$ cat config.mk
export PLATFORM = sky130hd
export DESIGN_NAME = clock_prescale_sleep_control
export DESIGN_NICKNAME = d
export VERILOG_FILES = /design/src/core/clock_sleep_pkg.sv /design/src/core/divide_link_if.sv /design/src/core/clock_divider.sv /design/src/core/clock_prescale_sleep_control.sv
export VERILOG_INCLUDE_DIRS = /design/src /design/src/core
export SDC_FILE = /design/constraint.sdc
export NUM_CORES = 1
export LEC_CHECK = 0
export ABC_CLOCK_PERIOD_IN_PS = 3100
export BUFFER_PORTS_ARGS = -buffer_cell sky130_fd_sc_hd__buf_4
export CAP_MARGIN = 20
export CORE_MARGIN = 2
export CORE_UTILIZATION = 35
export DETAILED_ROUTE_END_ITERATION = 6
export SYNTH_ARGS = -nofsm -noshare
export SYNTH_HDL_FRONTEND = slang
export SYNTH_HIERARCHICAL = 1
export SYNTH_SLANG_ARGS = --single-unit
$ cat constraint.sdc
create_clock -name clock -period 3.1 [get_ports clock]
set_clock_uncertainty 0.15 [all_clocks]
set_input_delay 0.155 -clock clock [delete_from_list [all_inputs] [get_ports clock]]
set_output_delay 0.155 -clock clock [all_outputs]
set_load 0.02 [all_outputs]
$ cat src/core/clock_sleep_defs.svh
`ifndef CLOCK_SLEEP_DEFS_SVH
`define CLOCK_SLEEP_DEFS_SVH

// Register offsets on the plain register port
`define ADDR_OSC_TRIM        4'h0
`define ADDR_DIVIDE_CONTROL  4'h1
`define ADDR_CORE_CONTROL    4'h2
`define ADDR_SLEEP_STATUS    4'h3

// Field positions
`define UNLOCK_BIT           7
`define SELECT_MSB           3
`define SELECT_LSB           0
`define TRIM_RANGE_BIT       7
`define SLEEP_ALLOW_BIT      5
`define SLEEP_KIND_MSB       4
`define SLEEP_KIND_LSB       3

// Reset and special values
`define UNLOCK_WRITE_VALUE   8'h80
`define SELECT_RESET_PLAIN   4'h0
`define SELECT_RESET_DIV8    4'h3
`define SELECT_MAX_CODE      4'h8
`define SELECT_RESERVED_MASK 8'hff
`define TRIM_RESET           8'h00
`define READ_IDLE            8'h00

// Timing counts in clock cycles
`define UNLOCK_WINDOW_CYCLES 3'h4
`define WAKE_HALT_CYCLES     16'h0004
`define STANDBY_WAKE_CYCLES  16'h0006
`define STARTUP_DEFAULT      16'h0010

`endif

$ cat src/core/clock_sleep_pkg.sv
package clock_sleep_pkg;

    typedef enum logic [1:0] {
        SLEEP_IDLE      = 2'b00,
        SLEEP_NOISE_RED = 2'b01,
        SLEEP_POWERDOWN = 2'b10,
        SLEEP_STANDBY   = 2'b11
    } sleep_kind_t;

    typedef enum logic [1:0] {
        ST_RUN     = 2'b00,
        ST_SLEEP   = 2'b01,
        ST_STARTUP = 2'b10,
        ST_HALT    = 2'b11
    } power_state_t;

endpackage

$ cat src/core/divide_link_if.sv
`timescale 1ns/100ps
`default_nettype none

interface divide_link_if;
    logic [3:0] divideSelect;
    logic [3:0] activeSelect;
    logic       divTick;

    modport control (output divideSelect, input activeSelect, input divTick);
    modport divider (input divideSelect, output activeSelect, output divTick);
endinterface

`default_nettype wire

$ cat src/core/clock_divider.sv
`timescale 1ns/100ps
`default_nettype none
`include "clock_sleep_defs.svh"

module clock_divider
    import clock_sleep_pkg::*;
(
    input  wire logic  clock,
    input  wire logic  rstn,
    divide_link_if.divider link
);

    logic [7:0] count_q;
    logic [7:0] mask;
    logic [3:0] active_q;

    // Reserved codes run at the slowest rate rather than something faster
    always_comb begin
        if (active_q > `SELECT_MAX_CODE) begin
            mask = `SELECT_RESERVED_MASK;
        end else begin
            mask = 8'((9'h001 << active_q) - 9'h001);
        end
    end

    // New setting only loads at the end of a full old period
    always_ff @(posedge clock or negedge rstn) begin
        if (!rstn) begin
            count_q  <= 8'h00;
            active_q <= `SELECT_RESET_PLAIN;
        end else if (count_q == mask) begin
            count_q  <= 8'h00;
            active_q <= link.divideSelect;
        end else begin
            count_q <= count_q + 8'h01;
        end
    end

    assign link.divTick      = (count_q == mask);
    assign link.activeSelect = active_q;

endmodule

`default_nettype wire

$ cat src/core/clock_prescale_sleep_control.sv
// Notes on behaviour
// - Trim loads factory value on every reset
// - Trim top bit selects oscillator range
// - Low trim bits tune monotonically within range
// - Unlock set only with other bits zero
// - Unlock clears after four cycles or select write
// - Unlock rewrite neither extends nor clears window
// - Reserved divide bits read as zero
// - Select accepted only inside unlock window
// - Select resets per divide-by-eight fuse
// - Select accepts any value after reset
// - Select code gives power-of-two divisor
// - Sleep only when allowed; kind picks mode
// - Core halts four cycles beyond start-up
// - State kept in sleep; reset wakes
// - Idle stops core and flash clocks
// - Noise reduction limits wake sources
// - Power-down stops oscillator, few wake sources
// - External pin wakes deep modes only by level
// - Converter auto-starts on idle or noise entry
// - Standby keeps oscillator, wakes in six cycles; code does this only with crystalSource, else runs as power-down
// - Divide switch produces no glitch
//
// Local design decisions: the strobed register port and the register addresses.
`timescale 1ns/100ps
`default_nettype none
`include "clock_sleep_defs.svh"

module clock_prescale_sleep_control
    import clock_sleep_pkg::*;
#(
    parameter logic [15:0] STARTUP_CYCLES = `STARTUP_DEFAULT
) (
    input  wire logic       clock,
    input  wire logic       rstn,
    // Register port
    input  wire logic [3:0] regAddr,
    input  wire logic [7:0] regWdata,
    input  wire logic       regWrite,
    input  wire logic       regRead,
    output logic      [7:0] regRdata,
    // Straps
    input  wire logic [7:0] factoryTrim,
    input  wire logic       divideByEightFuse,
    input  wire logic       crystalSource,
    // Core and peripheral events
    input  wire logic       sleepInstr,
    input  wire logic       converterEnabled,
    input  wire logic       anyIrq,
    input  wire logic       converterDoneIrq,
    input  wire logic       memoryReadyIrq,
    input  wire logic       externalLevelIrq,
    input  wire logic       externalEdgeIrq,
    input  wire logic       pinChangeIrq,
    input  wire logic       watchdogIrq,
    // Clock, trim, halt and wake/conversion pulse outputs
    output logic      [7:0] oscTrim,
    output logic            trimRangeSelect,
    output logic      [6:0] trimFine,
    output logic            sysClockTick,
    output logic      [3:0] activeDivide,
    output logic            coreClockRun,
    output logic            programMemoryClockRun,
    output logic            peripheralClockRun,
    output logic            converterClockRun,
    output logic            oscillatorRun,
    output logic            coreHalted,
    output logic            startConversion,
    output logic            resumeCore
);

    ////////////////////////////////////////////////////////////////////////////////
    // Declarations

    divide_link_if link ();

    logic [7:0]   trim_q;
    logic [3:0]   select_q;
    logic [2:0]   unlockCnt_q;
    logic         unlockOpen;
    logic         sleepAllow_q;
    sleep_kind_t  sleepKind_q;
    sleep_kind_t  activeKind_q;
    power_state_t state_q;
    power_state_t state_d;
    logic [15:0]  waitCnt_q;
    logic [15:0]  waitCnt_d;
    logic         strapLoad_q;
    logic         startConv_q;
    logic         resume_q;
    logic [7:0]   rdata_q;
    logic         wrTrim;
    logic         wrDivide;
    logic         wrCore;
    logic         wakeEvent;
    logic         oscStopped;
    logic         sleepTaken;

    assign wrTrim   = regWrite && (regAddr == `ADDR_OSC_TRIM);
    assign wrDivide = regWrite && (regAddr == `ADDR_DIVIDE_CONTROL);
    assign wrCore   = regWrite && (regAddr == `ADDR_CORE_CONTROL);

    ////////////////////////////////////////////////////////////////////////////////
    // Strap capture

    // Straps are ports, so they are caught one edge after release, not under reset
    always_ff @(posedge clock or negedge rstn) begin
        if (!rstn) begin
            strapLoad_q <= 1'b1;
        end else begin
            strapLoad_q <= 1'b0;
        end
    end

    ////////////////////////////////////////////////////////////////////////////////
    // Oscillator trim

    always_ff @(posedge clock or negedge rstn) begin
        if (!rstn) begin
            trim_q <= `TRIM_RESET;
        end else if (strapLoad_q) begin
            trim_q <= factoryTrim;
        end else if (wrTrim) begin
            trim_q <= regWdata;
        end
    end

    assign oscTrim         = trim_q;
    assign trimRangeSelect = trim_q[`TRIM_RANGE_BIT];
    assign trimFine        = trim_q[`TRIM_RANGE_BIT-1:0];

    ////////////////////////////////////////////////////////////////////////////////
    // Divide unlock window

    assign unlockOpen = (unlockCnt_q != 3'h0);

    always_ff @(posedge clock or negedge rstn) begin
        if (!rstn) begin
            unlockCnt_q <= 3'h0;
        end else if (wrDivide && !regWdata[`UNLOCK_BIT] && unlockOpen) begin
            unlockCnt_q <= 3'h0;
        end else if (wrDivide && (regWdata == `UNLOCK_WRITE_VALUE) && !unlockOpen) begin
            unlockCnt_q <= `UNLOCK_WINDOW_CYCLES;
        end else if (unlockOpen) begin
            // A repeated unlock write lands here and does not restart
            unlockCnt_q <= unlockCnt_q - 3'h1;
        end
    end

    ////////////////////////////////////////////////////////////////////////////////
    // Divide select

    always_ff @(posedge clock or negedge rstn) begin
        if (!rstn) begin
            select_q <= `SELECT_RESET_PLAIN;
        end else if (strapLoad_q) begin
            select_q <= divideByEightFuse ? `SELECT_RESET_DIV8
                                          : `SELECT_RESET_PLAIN;
        end else if (wrDivide && !regWdata[`UNLOCK_BIT] && unlockOpen) begin
            // Any code is stored, reserved ones included
            select_q <= regWdata[`SELECT_MSB:`SELECT_LSB];
        end
    end

    assign link.divideSelect = select_q;

    // Divider swaps setting only at period end, so no short pulse appears
    clock_divider u_divider (
        .clock (clock),
        .rstn  (rstn),
        .link  (link)
    );

    assign sysClockTick = link.divTick;
    assign activeDivide = link.activeSelect;

    ////////////////////////////////////////////////////////////////////////////////
    // Core control register

    always_ff @(posedge clock or negedge rstn) begin
        if (!rstn) begin
            sleepAllow_q <= 1'b0;
            sleepKind_q  <= SLEEP_IDLE;
        end else if (wrCore) begin
            sleepAllow_q <= regWdata[`SLEEP_ALLOW_BIT];
            sleepKind_q  <= sleep_kind_t'(regWdata[`SLEEP_KIND_MSB:`SLEEP_KIND_LSB]);
        end
    end

    ////////////////////////////////////////////////////////////////////////////////
    // Wake source selection

    always_comb begin
        unique case (activeKind_q)
            SLEEP_IDLE: begin
                wakeEvent = anyIrq || externalEdgeIrq || externalLevelIrq
                         || pinChangeIrq || watchdogIrq || converterDoneIrq
                         || memoryReadyIrq;
            end
            SLEEP_NOISE_RED: begin
                wakeEvent = converterDoneIrq || memoryReadyIrq || externalLevelIrq
                         || pinChangeIrq || watchdogIrq;
            end
            SLEEP_POWERDOWN: begin
                wakeEvent = externalLevelIrq || pinChangeIrq
                         || watchdogIrq;
            end
            SLEEP_STANDBY: begin
                wakeEvent = externalLevelIrq || pinChangeIrq
                         || watchdogIrq;
            end
        endcase
    end

    // Standby needs an external crystal; otherwise the code falls back to power-down
    assign oscStopped = (activeKind_q == SLEEP_POWERDOWN)
                     || ((activeKind_q == SLEEP_STANDBY) && !crystalSource);

    assign sleepTaken = sleepInstr && sleepAllow_q;

    ////////////////////////////////////////////////////////////////////////////////
    // Sleep state machine

    always_comb begin
        state_d   = state_q;
        waitCnt_d = waitCnt_q;
        unique case (state_q)
            ST_RUN: begin
                if (sleepTaken) begin
                    state_d = ST_SLEEP;
                end
            end
            ST_SLEEP: begin
                if (wakeEvent) begin
                    if (oscStopped) begin
                        state_d   = ST_STARTUP;
                        waitCnt_d = STARTUP_CYCLES;
                    end else if (activeKind_q == SLEEP_STANDBY) begin
                        state_d   = ST_STARTUP;
                        waitCnt_d = `STANDBY_WAKE_CYCLES;
                    end else begin
                        state_d   = ST_HALT;
                        waitCnt_d = `WAKE_HALT_CYCLES;
                    end
                end
            end
            ST_STARTUP: begin
                if (waitCnt_q <= 16'h0001) begin
                    state_d   = ST_HALT;
                    waitCnt_d = `WAKE_HALT_CYCLES;
                end else begin
                    waitCnt_d = waitCnt_q - 16'h0001;
                end
            end
            ST_HALT: begin
                if (waitCnt_q <= 16'h0001) begin
                    state_d   = ST_RUN;
                    waitCnt_d = 16'h0000;
                end else begin
                    waitCnt_d = waitCnt_q - 16'h0001;
                end
            end
        endcase
    end

    // Sleep never touches stored registers; only rstn leaves sleep by reset
    always_ff @(posedge clock or negedge rstn) begin
        if (!rstn) begin
            state_q   <= ST_RUN;
            waitCnt_q <= 16'h0000;
        end else begin
            state_q   <= state_d;
            waitCnt_q <= waitCnt_d;
        end
    end

    // Mode is latched at entry so later register writes cannot alter it
    always_ff @(posedge clock or negedge rstn) begin
        if (!rstn) begin
            activeKind_q <= SLEEP_IDLE;
        end else if ((state_q == ST_RUN) && sleepTaken) begin
            activeKind_q <= sleepKind_q;
        end
    end

    ////////////////////////////////////////////////////////////////////////////////
    // Entry and exit pulses

    always_ff @(posedge clock or negedge rstn) begin
        if (!rstn) begin
            startConv_q <= 1'b0;
            resume_q    <= 1'b0;
        end else begin
            startConv_q <= (state_q == ST_RUN) && sleepTaken && converterEnabled
                        && ((sleepKind_q == SLEEP_IDLE)
                            || (sleepKind_q == SLEEP_NOISE_RED));
            resume_q    <= (state_q == ST_HALT) && (state_d == ST_RUN);
        end
    end

    assign startConversion = startConv_q;
    assign resumeCore      = resume_q;

    ////////////////////////////////////////////////////////////////////////////////
    // Clock domain gating

    always_comb begin
        coreClockRun          = (state_q == ST_RUN);
        programMemoryClockRun = (state_q == ST_RUN);
        peripheralClockRun    = 1'b1;
        converterClockRun     = 1'b1;
        oscillatorRun         = 1'b1;
        coreHalted            = (state_q != ST_RUN);
        if (state_q == ST_SLEEP) begin
            unique case (activeKind_q)
                SLEEP_IDLE: begin
                    peripheralClockRun = 1'b1;
                end
                SLEEP_NOISE_RED: begin
                    peripheralClockRun = 1'b0;
                end
                SLEEP_POWERDOWN: begin
                    peripheralClockRun = 1'b0;
                    converterClockRun  = 1'b0;
                    oscillatorRun      = 1'b0;
                end
                SLEEP_STANDBY: begin
                    peripheralClockRun = 1'b0;
                    converterClockRun  = 1'b0;
                    oscillatorRun      = crystalSource;
                end
            endcase
        end else if (state_q == ST_STARTUP) begin
            peripheralClockRun = 1'b0;
            converterClockRun  = 1'b0;
        end
    end

    ////////////////////////////////////////////////////////////////////////////////
    // Register read

    always_ff @(posedge clock or negedge rstn) begin
        if (!rstn) begin
            rdata_q <= `READ_IDLE;
        end else if (regRead) begin
            unique case (regAddr)
                `ADDR_OSC_TRIM: begin
                    rdata_q <= trim_q;
                end
                `ADDR_DIVIDE_CONTROL: begin
                    rdata_q <= {unlockOpen, 3'h0, select_q};
                end
                `ADDR_CORE_CONTROL: begin
                    rdata_q <= {2'h0, sleepAllow_q, sleepKind_q, 3'h0};
                end
                `ADDR_SLEEP_STATUS: begin
                    rdata_q <= {2'h0, state_q, link.activeSelect};
                end
                default: begin
                    rdata_q <= `READ_IDLE;
                end
            endcase
        end else begin
            rdata_q <= `READ_IDLE;
        end
    end

    assign regRdata = rdata_q;

endmodule

`default_nettype wire

==> flow_metrics.env, run 1 <==
export IMPL_tightest_slew_ns=0.7801
export IMPL_numPortBuffers=71
export IMPL_cts_buffer_depth=2
export IMPL_gp_congestion=0.8101
export IMPL_critPathMaxFanout=9
export IMPL_drcViolationCount=0
export IMPL_slew_headroom_pct=47.99
export IMPL_dp_hpwl_um=6032
export IMPL_start_util_pct=35.80
export IMPL_clockPowerShare_pct=21.2
export IMPL_gr_usage_met1_pct=21.74
export IMPL_grt_pass1_wl_um=14900
export IMPL_vias_per_cell=5.240
export IMPL_rsz0062_at_grt="no"
export IMPL_diodes=0
export IMPL_switching_share_pct=39.46
export IMPL_cts_sinks=61
export IMPL_period_needed_ns=2.956
export IMPL_nNetsFinal=498
export IMPL_overflow=0
export IMPL_met2_usage_pct=28.62
export IMPL_clkSlewWorstSetupHoldPaths_ns=0.07
export IMPL_htreeDepth=3
export IMPL_synth_seq_cells=61
export IMPL_cts_root_buffer="clkbuf_8"
export IMPL_switchingPower_w=0.001323
export IMPL_power_leakage_nw=2.088
export IMPL_cts_tree="built"
export IMPL_hold_violations=0
export IMPL_ant_nets=0
export IMPL_critPathKind="register to primary output"
export IMPL_antenna_found_initial=0
export IMPL_synth_ff_type="dfrtp_1"
export IMPL_drv_cap=0
export IMPL_detail_route_iter0_violations=103
export IMPL_setup_violations=0
export IMPL_synth_top_cell_by_area="dfrtp_1"
export IMPL_wl_um=8726
export IMPL_power_per_cell_area_mw_per_mm2=730.4
export IMPL_start_kind="register"
export IMPL_setup_tns_ns=0
export IMPL_synthAdderAreaFrac_pct=2.478
export IMPL_synth_top_cell_area_share_pct=43.10
export IMPL_ys_top_cells_by_area="dfrtp_1 (43%), mux2i_1 (4.3%), nor2_1 (4.0%)"
export IMPL_ioPinCount=72
export IMPL_vdd_drop_max_uv=331.9
export IMPL_synth_edf_count=0
export IMPL_die_h_um=103.8
export IMPL_hold_path_class="input port to register"
export IMPL_status="finished, final reports clean"
export IMPL_intPower_w=0.002029
export IMPL_seqCellArea_mm2=0.001528
export IMPL_synthMuxAreaShare_pct=8.944
export IMPL_max_freq_ghz=0.3383
export IMPL_yosys_warnings=6
export IMPL_synth_compound_area_share_pct=14.91
export IMPL_wl_per_cell_um=14.67
export IMPL_synth_cell_type_count=65
export IMPL_drive_above_1_share_pct=25.97
export IMPL_fp_coreArea_mm2=0.009729
export IMPL_die_x_um=103.8
export IMPL_placementRows=36
export IMPL_grt_pass1_vias=3045
export IMPL_crit_required_ns=2.79
export IMPL_synth_common_cells="dfrtp_1 (60), nor2_1 (37), nand2_1 (32)"
export IMPL_synth_most_common_cell="dfrtp_1"
export IMPL_drv_slew=0
export IMPL_area_growth_pct=31.75
export IMPL_clk_latency_ns=0.34
export IMPL_num_vias=3118
export IMPL_synth_nets=404
export IMPL_combPwrFrac_pct=40.8
export IMPL_cts_buffers=9
export IMPL_dr_pass1_iters=4
export IMPL_synth_area_mm2=0.003483
export IMPL_synth_xor_area_share_pct=2.514
export IMPL_end_kind="primary output"
export IMPL_postLayoutCoreUtil_pct=47.17
export IMPL_grt_max_degree=62
export IMPL_grt_use_met3_pct=4.091
export IMPL_ys_seq_area_share_pct=43.86
export IMPL_critPathArrivalTime_ns=2.65
export IMPL_die_area_mm2=0.01077
export IMPL_yosys_area_share_simple_pct=21.37
export IMPL_busiest_layer="met2"
export IMPL_nFillCells=955
export IMPL_grt_use_total_pct=16.95
export IMPL_synth_top_family_by_area="simple AND/OR/NAND/NOR gates"
export IMPL_syn_area_per_cell_um2=9.596
export IMPL_multi_input_area_mm2=0.001753
export IMPL_syn_inst=363
export IMPL_synth_async_sr_flop_share_pct=100.0
export IMPL_period_share_pct=95.36
export IMPL_cts_resized=0
export IMPL_p_seq_share_pct=38.0
==> critical path: stages, from the launching register on <==
cell and delay, ns:
dfrtp_1 0.38, or2_4 0.26, or3_1 0.31, ha_1 0.31
o31a_1 0.31, o21ai_0 0.16, o211ai_1 0.17, nor3_4 0.24
buf_4 0.17
==> power by group through the flow <==
stage | combinational, W | sequential [W] | clock, W
after floorplan | 0.00101 | 0.00124 | 0
after global placement | 0.00129 | 0.00127 | 0
after detailed placement | 0.00133 | 0.00128 | 0
after CTS | 0.00137 | 0.00127 | 0.000739
after global routing | 0.00153 | 0.00131 | 0.000778
final | 0.00137 | 0.00127 | 0.000711
==> through the flow <==
| step | hold slack (ns) | total power (W) | cell area (um^2) | cells | setup WS (ns) |
|---|---|---|---|---|---|
| 2_1_floorplan | -0.2906 | 0.002244 | 3483 | 363 | 0.07492 |
| 3_3_place_gp | 0.1387 | 0.002553 | 4074 | 547 | 0.3686 |
| 3_5_place_dp | 0.1395 | 0.002608 | 4074 | 547 | 0.2929 |
| 4_1_cts | 0.007912 | 0.003374 | 4574 | 593 | 0.02641 |
| 5_1_grt | 0.03557 | 0.003620 | 4589 | 595 | 0.01148 |
| 6_report | 0.02214 | 0.003352 | 4589 | 595 | 0.1439 |
==> cell families after synthesis <==
kind of cell / count (synthesis)
buffers and inverters: 39
AND/OR/NAND/NOR: 140
flip-flops: 61
adder cells (fa/ha/maj): 7
other: 1
multiplexers: 28
XOR/XNOR: 10
AO/OA/AOI/OAI: 77
==> area by class of cell <==
| class | count | area share [%] |
|---|---|---|
| Clock buffer | 9 | 2.699 |
| Tap cell | 133 | 3.626 |
| Inverter | 13 | 1.063 |
| Sequential cell | 61 | 33.29 |
| Multi-Input combinational cell | 263 | 38.20 |
| Clock inverter | 7 | 1.663 |
| Timing Repair Buffer | 109 | 19.47 |
==> layout by cell type, fill, tap and decap left out, types with 3 or more instances in the layout <==
cell type      count
nor3_1            11
nor2b_1            4
nand2b_1           3
and3_1             6
a21oi_1           15
inv_1             13
nand3_1           15
or3_1              5
nor3b_1            3
mux2_2             8
or4_1              5
a22oi_1            3
a31oi_1            4
buf_4             79
ha_1               6
dlygate4sd3_1     30
dfrtp_1           60
mux2i_1           15
o21ai_1           15
a21o_1             4
o211ai_1           3
clkbuf_8           9
mux2_1             3
xor2_1             8
a32oi_1            3
o21ai_0           10
nand2_1           32
nor4_1             3
clkinv_4           3
nor2_1            37
==> flip-flops by register name, summed over array words and instances (netlist names) <==
| signal | count |
|---|---|
| activeKind_q | 2 |
| link.divideSelect | 4 |
| oscTrim | 8 |
| regRdata | 8 |
| resumeCore | 1 |
| sleepAllow_q | 1 |
| sleepKind_q | 2 |
| startConversion | 1 |
| state_q | 2 |
| strapLoad_q | 1 |
| u_divider/count_q | 8 |
| u_divider/link.activeSelect | 4 |
| unlockCnt_q | 3 |
| waitCnt_q | 16 |
==> path summary, 6_finish.rpt <==
check	slack [ns]	cells past startpoint	endpoint	startpoint
max	0.14	8	sysClockTick	u_divider/link.activeSelect[1]
min	0.02	3	state_q[0]	sleepInstr
max reg2reg	0.20	9	u_divider/link.activeSelect[0]	u_divider/link.activeSelect[1]
min reg2reg	0.33	1	unlockCnt_q[2]	unlockCnt_q[2]
max in group asynchronous	2.00	2	unlockCnt_q[2]	rstn
min in group asynchronous	0.28	2	activeKind_q[0]	rstn
==> what timing repair did <==
action / CTS / global route
buffers inserted: 0 / 2
hold buffers: 30 / 0
hold endpoints to repair: 79 / 0
endpoints found under the setup margin: 0 / 1
==> routing by layer <==
layer / up-vias / routed length, um / share of wire [%]
met3: 11 / 322 / 3.7
met4: 0 / 124 / 1.4
met2: 65 / 4319 / 49
met5: - / 0 / 0
met1: 1557 / 3959 / 45
li1: 1485 / - / -
Note: power is estimated with default switching activity, not from simulation.
==> run 2, diff against run 1 <==
--- a/config.mk
+++ b/config.mk
@@ -12,6 +12,7 @@
 export CORE_MARGIN = 2
 export CORE_UTILIZATION = 35
 export DETAILED_ROUTE_END_ITERATION = 6
+export RECOVER_POWER = 25
 export SYNTH_ARGS = -nofsm -noshare
 export SYNTH_HDL_FRONTEND = slang
 export SYNTH_HIERARCHICAL = 1
==> flow_metrics.env, run 2 (same netlist as run 1, synthesis figures left out) <==
export IMPL_antenna_found_initial=0
export IMPL_ant_nets=0
export IMPL_end_kind="primary output"
export IMPL_slew_headroom_pct=-1.245
export IMPL_hold_path_class="input port to register"
export IMPL_diodes=0
export IMPL_worst_slack_ns=0.1484
export IMPL_period_needed_ns=2.952
export IMPL_gp_congestion=0.8101
export IMPL_largest_reg_flops=16
export IMPL_max_freq_ghz=0.3388
export IMPL_cts_tree="built"
export IMPL_grt_use_total_pct=16.95
export IMPL_area_growth_pct=30.60
export IMPL_drcViolationCount=0
export IMPL_period_share_pct=95.21
export IMPL_combPwrFrac_pct=40.7
export IMPL_drv_cap=1
export IMPL_post_place_cells=547
export IMPL_drv_slew=62
export IMPL_failed_checks="capacitance limit, slew limit"
export IMPL_ioPinCount=72
export IMPL_vias_per_cell=5.237
export IMPL_cts_resized=0
export IMPL_p_seq_share_pct=38.0
export IMPL_critPathMaxFanout=9
export IMPL_vdd_drop_max_uv=331.0
export IMPL_start_util_pct=35.80
export IMPL_numPortBuffers=71
export IMPL_die_h_um=103.8
export IMPL_dp_hpwl_um=6032
export IMPL_postLayoutCoreUtil_pct=46.76
export IMPL_critPathArrivalTime_ns=2.65
export IMPL_placementRows=36
export IMPL_switchingPower_w=0.001326
export IMPL_cts_buffer_depth=2
export IMPL_dp_slack_ns=0.2929
export IMPL_die_area_mm2=0.01077
export IMPL_detail_route_iter0_violations=117
export IMPL_power_per_cell_area_mw_per_mm2=736.8
export IMPL_setup_tns_ns=0
export IMPL_clk_latency_ns=0.34
export IMPL_p_total_w=0.003352
export IMPL_grt_pass1_wl_um=14900
export IMPL_grt_max_degree=62
export IMPL_grt_pass1_vias=3045
export IMPL_clockPowerShare_pct=21.2
export IMPL_nFillCells=966
export IMPL_tightest_slew_ns=1.519
export IMPL_fp_coreArea_mm2=0.009729
export IMPL_cts_root_buffer="clkbuf_8"
export IMPL_clkSlewWorstSetupHoldPaths_ns=0.07
export IMPL_wl_per_cell_um=14.72
export IMPL_final_cell_mix="buf_4 (68), dfrtp_1 (60), nor2_1 (37)"
export IMPL_nNetsFinal=498
export IMPL_largest_register="waitCnt_q"
export IMPL_start_kind="register"
export IMPL_die_x_um=103.8
export IMPL_wl_um=8759
export IMPL_drive_above_1_share_pct=23.81
export IMPL_switching_share_pct=39.55
export IMPL_cts_sinks=61
export IMPL_status="finished, violations left"
export IMPL_htreeDepth=3
export IMPL_rsz0062_at_grt="no"
export IMPL_crit_required_ns=2.79
export IMPL_num_vias=3116
export IMPL_stdcell_count=595
export IMPL_setup_violations=0
export IMPL_hold_violations=0
export IMPL_cts_buffers=9
export IMPL_layout_commonest_cell="buf_4"
export IMPL_intPower_w=0.002026
export IMPL_power_leakage_nw=2.045
export IMPL_dr_pass1_iters=4
export IMPL_critPathKind="register to primary output"
export IMPL_overflow=0
[run 2: cell types whose count changed in the layout (fill, tap and decap cells not counted), sizes merged]
| cell | previous run | this run |
|---|---|---|
| buf | 79 | 68 |
| clkbuf | 9 | 20 |
[run 2: routing by layer]
metal	up-vias	GRT usage [%]	wire, um
li1	1486	-	-
met3	9	4.091	370
met5	-	0	0
met2	74	28.62	4405
met1	1547	21.74	3883
met4	0	4.730	100
[run 2: final timing paths]
check | startpoint | to | slack, ns | cells past startpoint
max | u_divider/link.activeSelect[1] | sysClockTick | 0.15 | 8
min | sleepInstr | state_q[0] | 0.02 | 3
max reg2reg | u_divider/link.activeSelect[1] | u_divider/link.activeSelect[0] | 0.20 | 9
min reg2reg | unlockCnt_q[2] | unlockCnt_q[2] | 0.33 | 1
max in group asynchronous | rstn | unlockCnt_q[2] | 1.32 | 2
min in group asynchronous | rstn | activeKind_q[0] | 0.57 | 2
[run 2: timing repair]
action / CTS / global route
endpoints found under the setup margin: 0 / 1
hold buffers: 30 / 0
setup buffers: 0 / 2
hold endpoints to repair: 79 / 0
[run 2: power groups by stage]
| stage | combinational, W | clock, W | sequential [W] |
|---|---|---|---|
| 2_1_floorplan | 0.00101 | 0 | 0.00124 |
| 3_3_place_gp | 0.00129 | 0 | 0.00127 |
| 3_5_place_dp | 0.00133 | 0 | 0.00128 |
| 4_1_cts | 0.00137 | 0.000739 | 0.00127 |
| 5_1_grt | 0.00153 | 0.000778 | 0.00131 |
| 6_report | 0.00137 | 0.000712 | 0.00127 |
[run 2: cell type report]
class / count / area [um^2] / area share, %
clock buffer: 9 / 123.9 / 2.723
clock inverter: 7 / 76.32 / 1.678
inverter: 13 / 48.80 / 1.073
multi-input combinational: 263 / 1753 / 38.53
sequential: 61 / 1528 / 33.58
tap: 133 / 166.4 / 3.658
timing repair buffer: 109 / 853.3 / 18.76
[run 2: metrics by stage]
step,hold WS (ns),area [um^2]
floorplan,-0.2906,3483
global placement,0.1387,4074
detailed placement,0.1395,4074
CTS,0.007912,4574
global route,0.03557,4549
finish,0.02096,4549
[run 2: critical path, cell delays in order (launching register included)]
cell	delay, ns
dfrtp_1	0.38
or2_4	0.26
or3_1	0.31
ha_1	0.31
o31a_1	0.30
o21ai_0	0.16
o211ai_1	0.17
nor3_4	0.24
buf_4	0.17
==> run 3, diff against run 2 <==
--- a/config.mk
+++ b/config.mk
@@ -10,8 +10,9 @@
 export BUFFER_PORTS_ARGS = -buffer_cell sky130_fd_sc_hd__buf_4
 export CAP_MARGIN = 20
 export CORE_MARGIN = 2
-export CORE_UTILIZATION = 35
+export CORE_UTILIZATION = 55
 export DETAILED_ROUTE_END_ITERATION = 6
+export PLACE_DENSITY = 0.8
 export RECOVER_POWER = 25
 export SYNTH_ARGS = -nofsm -noshare
 export SYNTH_HDL_FRONTEND = slang
==> flow_metrics.env, run 3 (same netlist as run 1, synthesis figures left out) <==
export IMPL_status="finished, violations left"
export IMPL_failed_checks="capacitance limit"
export IMPL_power_leakage_nw=2.062
export IMPL_cp_cell_sequence="or2_4 > or3_1 > ha_2 > o31a_1 > o21ai_1 > o211ai_1 > nor3_4 > buf_4"
export IMPL_slowest_stage="dfrtp_1"
export IMPL_setup_violations=0
export IMPL_vias_per_cell=5.951
export IMPL_grt_pass1_vias=3123
export IMPL_cts_root_buffer="clkbuf_8"
export IMPL_path_buf_inv=1
export IMPL_worstRegToRegCells=9
export IMPL_placementRows=28
export IMPL_htreeDepth=3
export IMPL_die_h_um=83.58
export IMPL_fp_coreArea_mm2=0.006026
export IMPL_reg2reg_from="u_divider/link.activeSelect[1]"
export IMPL_start_kind="register"
export IMPL_min_path_cells=3
export IMPL_overflow=0
export IMPL_ioPinCount=72
export IMPL_detail_route_iter0_violations=189
export IMPL_crit_required_ns=2.79
export IMPL_antenna_found_initial=0
export IMPL_switching_share_pct=37.55
export IMPL_drive_above_1_share_pct=24.40
export IMPL_wl_per_cell_um=16.87
export IMPL_cts_tree="built"
export IMPL_power_per_cell_area_mw_per_mm2=783.4
export IMPL_worst_r2r_setup_slack_ns=0.29
export IMPL_gr_usage_met1_pct=31.92
export IMPL_met2_usage_pct=44.15
export IMPL_combPwrFrac_pct=39.5
export IMPL_nFillCells=427
export IMPL_max_freq_ghz=0.3425
export IMPL_critPathArrivalTime_ns=2.61
export IMPL_hold_violations=0
export IMPL_intPower_w=0.002197
export IMPL_wl_um=9006
export IMPL_cts_buffers=9
export IMPL_numPortBuffers=71
export IMPL_drv_cap=1
export IMPL_largest_reg_flops=16
export IMPL_vdd_drop_max_uv=688.3
export IMPL_cp_top_family="simple AND/OR/NAND/NOR gates"
export IMPL_setup_tns_ns=0
export IMPL_rsz0062_at_grt="no"
export IMPL_gp_congestion=0.8205
export IMPL_dr_pass1_iters=4
export IMPL_final_cell_mix="buf_4 (69), dfrtp_1 (60), nor2_1 (37)"
export IMPL_die_area_mm2=0.006986
export IMPL_dpl_cell_area_mm2=0.004001
export IMPL_finalInstanceArea_mm2=0.004491
export IMPL_clkSlewWorstSetupHoldPaths_ns=0.07
export IMPL_critPathKind="register to primary output"
export IMPL_cts_sinks=61
export IMPL_diodes=0
export IMPL_r2r_end="u_divider/link.activeSelect[0]"
export IMPL_grt_max_degree=62
export IMPL_largest_register="waitCnt_q"
export IMPL_die_x_um=83.58
export IMPL_layout_commonest_cell="buf_4"
export IMPL_busiest_layer="met2"
export IMPL_slew_headroom_pct=0.4511
export IMPL_tightest_slew_ns=1.493
export IMPL_clk_latency_ns=0.35
export IMPL_end_kind="primary output"
export IMPL_critPathMaxFanout=9
export IMPL_drcViolationCount=0
export IMPL_clockPowerShare_pct=24.2
export IMPL_grt_use_met3_pct=4.847
export IMPL_grt_use_total_pct=26.49
export IMPL_grt_pass1_wl_um=14780
export IMPL_p_seq_share_pct=36.3
export IMPL_period_needed_ns=2.920
export IMPL_hold_path_class="input port to register"
export IMPL_drv_slew=0
export IMPL_cp_slowest_stage_delay_ns=0.39
export IMPL_min_to="oscTrim[1]"
export IMPL_start_util_pct=57.81
export IMPL_ant_nets=0
export IMPL_num_vias=3178
export IMPL_switchingPower_w=0.001321
export IMPL_cts_buffer_depth=2
export IMPL_dp_hpwl_um=5661
export IMPL_area_growth_pct=28.92
export IMPL_period_share_pct=94.18
export IMPL_hold_start="regWdata[1]"
export IMPL_nNetsFinal=495
==> run 3: cell types whose count changed in the layout (fill, tap and decap cells not counted), sizes merged <==
cell         previous run  this run
clkinvlp                2         0
dlygate4sd3            30        26
bufinv                  1         2
clkbuf                 20        24
clkinv                  4         1
buf                    68        69
==> run 3: worst reg2reg max path, cell delays in order, from the launching register on <==
cell and delay [ns]:
dfrtp_1 0.39, or2_4 0.27, or3_1 0.32, ha_2 0.25
o31a_1 0.29, o21ai_1 0.12, o211ai_1 0.15, nor3_4 0.29
buf_4 0.17, mux2_1 0.31
==> run 3: layer usage <==
metal	up-vias	wire, um
met5	-	0
met4	0	353
met3	30	428
met2	113	4568
met1	1556	3656
li1	1479	-
==> run 3: how the worst max path moves through the flow <==
stage,cells past startpoint,end,start
finish,8,sysClockTick,u_divider/link.activeSelect[1]
global route,8,sysClockTick,u_divider/link.activeSelect[0]
CTS,8,sysClockTick,u_divider/link.activeSelect[1]
detailed placement,8,u_divider/link.activeSelect[1],u_divider/link.activeSelect[1]
global placement,8,u_divider/link.activeSelect[1],u_divider/link.activeSelect[1]
floorplan,11,u_divider/link.activeSelect[2],u_divider/link.activeSelect[0]
==> run 3: stage by stage <==
stage	setup WS, ns	hold slack [ns]	utilization, %	instances	power [W]
floorplan	0.07492	-0.2906	-	363	0.002244
global placement	0.3963	0.1245	66.40	489	0.002530
detailed placement	0.3259	0.1267	66.40	489	0.002595
CTS	0.06033	0.0002256	74.77	531	0.003475
global route	0.03572	0.004160	74.52	534	0.003737
finish	0.1804	0.0006240	74.52	534	0.003518
==> run 3: power groups by stage <==
stage | Clock, W | Sequential [W] | Combinational (W)
6_report | 0.000851 | 0.00128 | 0.00139
5_1_grt | 0.000895 | 0.00131 | 0.00153
4_1_cts | 0.000853 | 0.00127 | 0.00136
3_5_place_dp | 0 | 0.00128 | 0.00132
3_3_place_gp | 0 | 0.00126 | 0.00127
2_1_floorplan | 0 | 0.00124 | 0.00101
==> run 3: cell type report <==
| cell class | instances | area, um^2 | share of cell area, % |
|---|---|---|---|
| multi-input combinational | 263 | 1755 | 39.09 |
| clock buffer | 13 | 178.9 | 3.984 |
| sequential | 61 | 1528 | 34.02 |
| timing repair buffer | 106 | 820.8 | 18.28 |
| inverter | 13 | 48.80 | 1.087 |
| tap | 75 | 93.84 | 2.090 |
| clock inverter | 3 | 65.06 | 1.449 |
==> run 3: repair_timing <==
item,CTS,global route
setup buffers,0,3
endpoints found under the hold margin,79,0
gates resized for setup,0,2
hold buffers,26,0
setup endpoints to repair,0,1
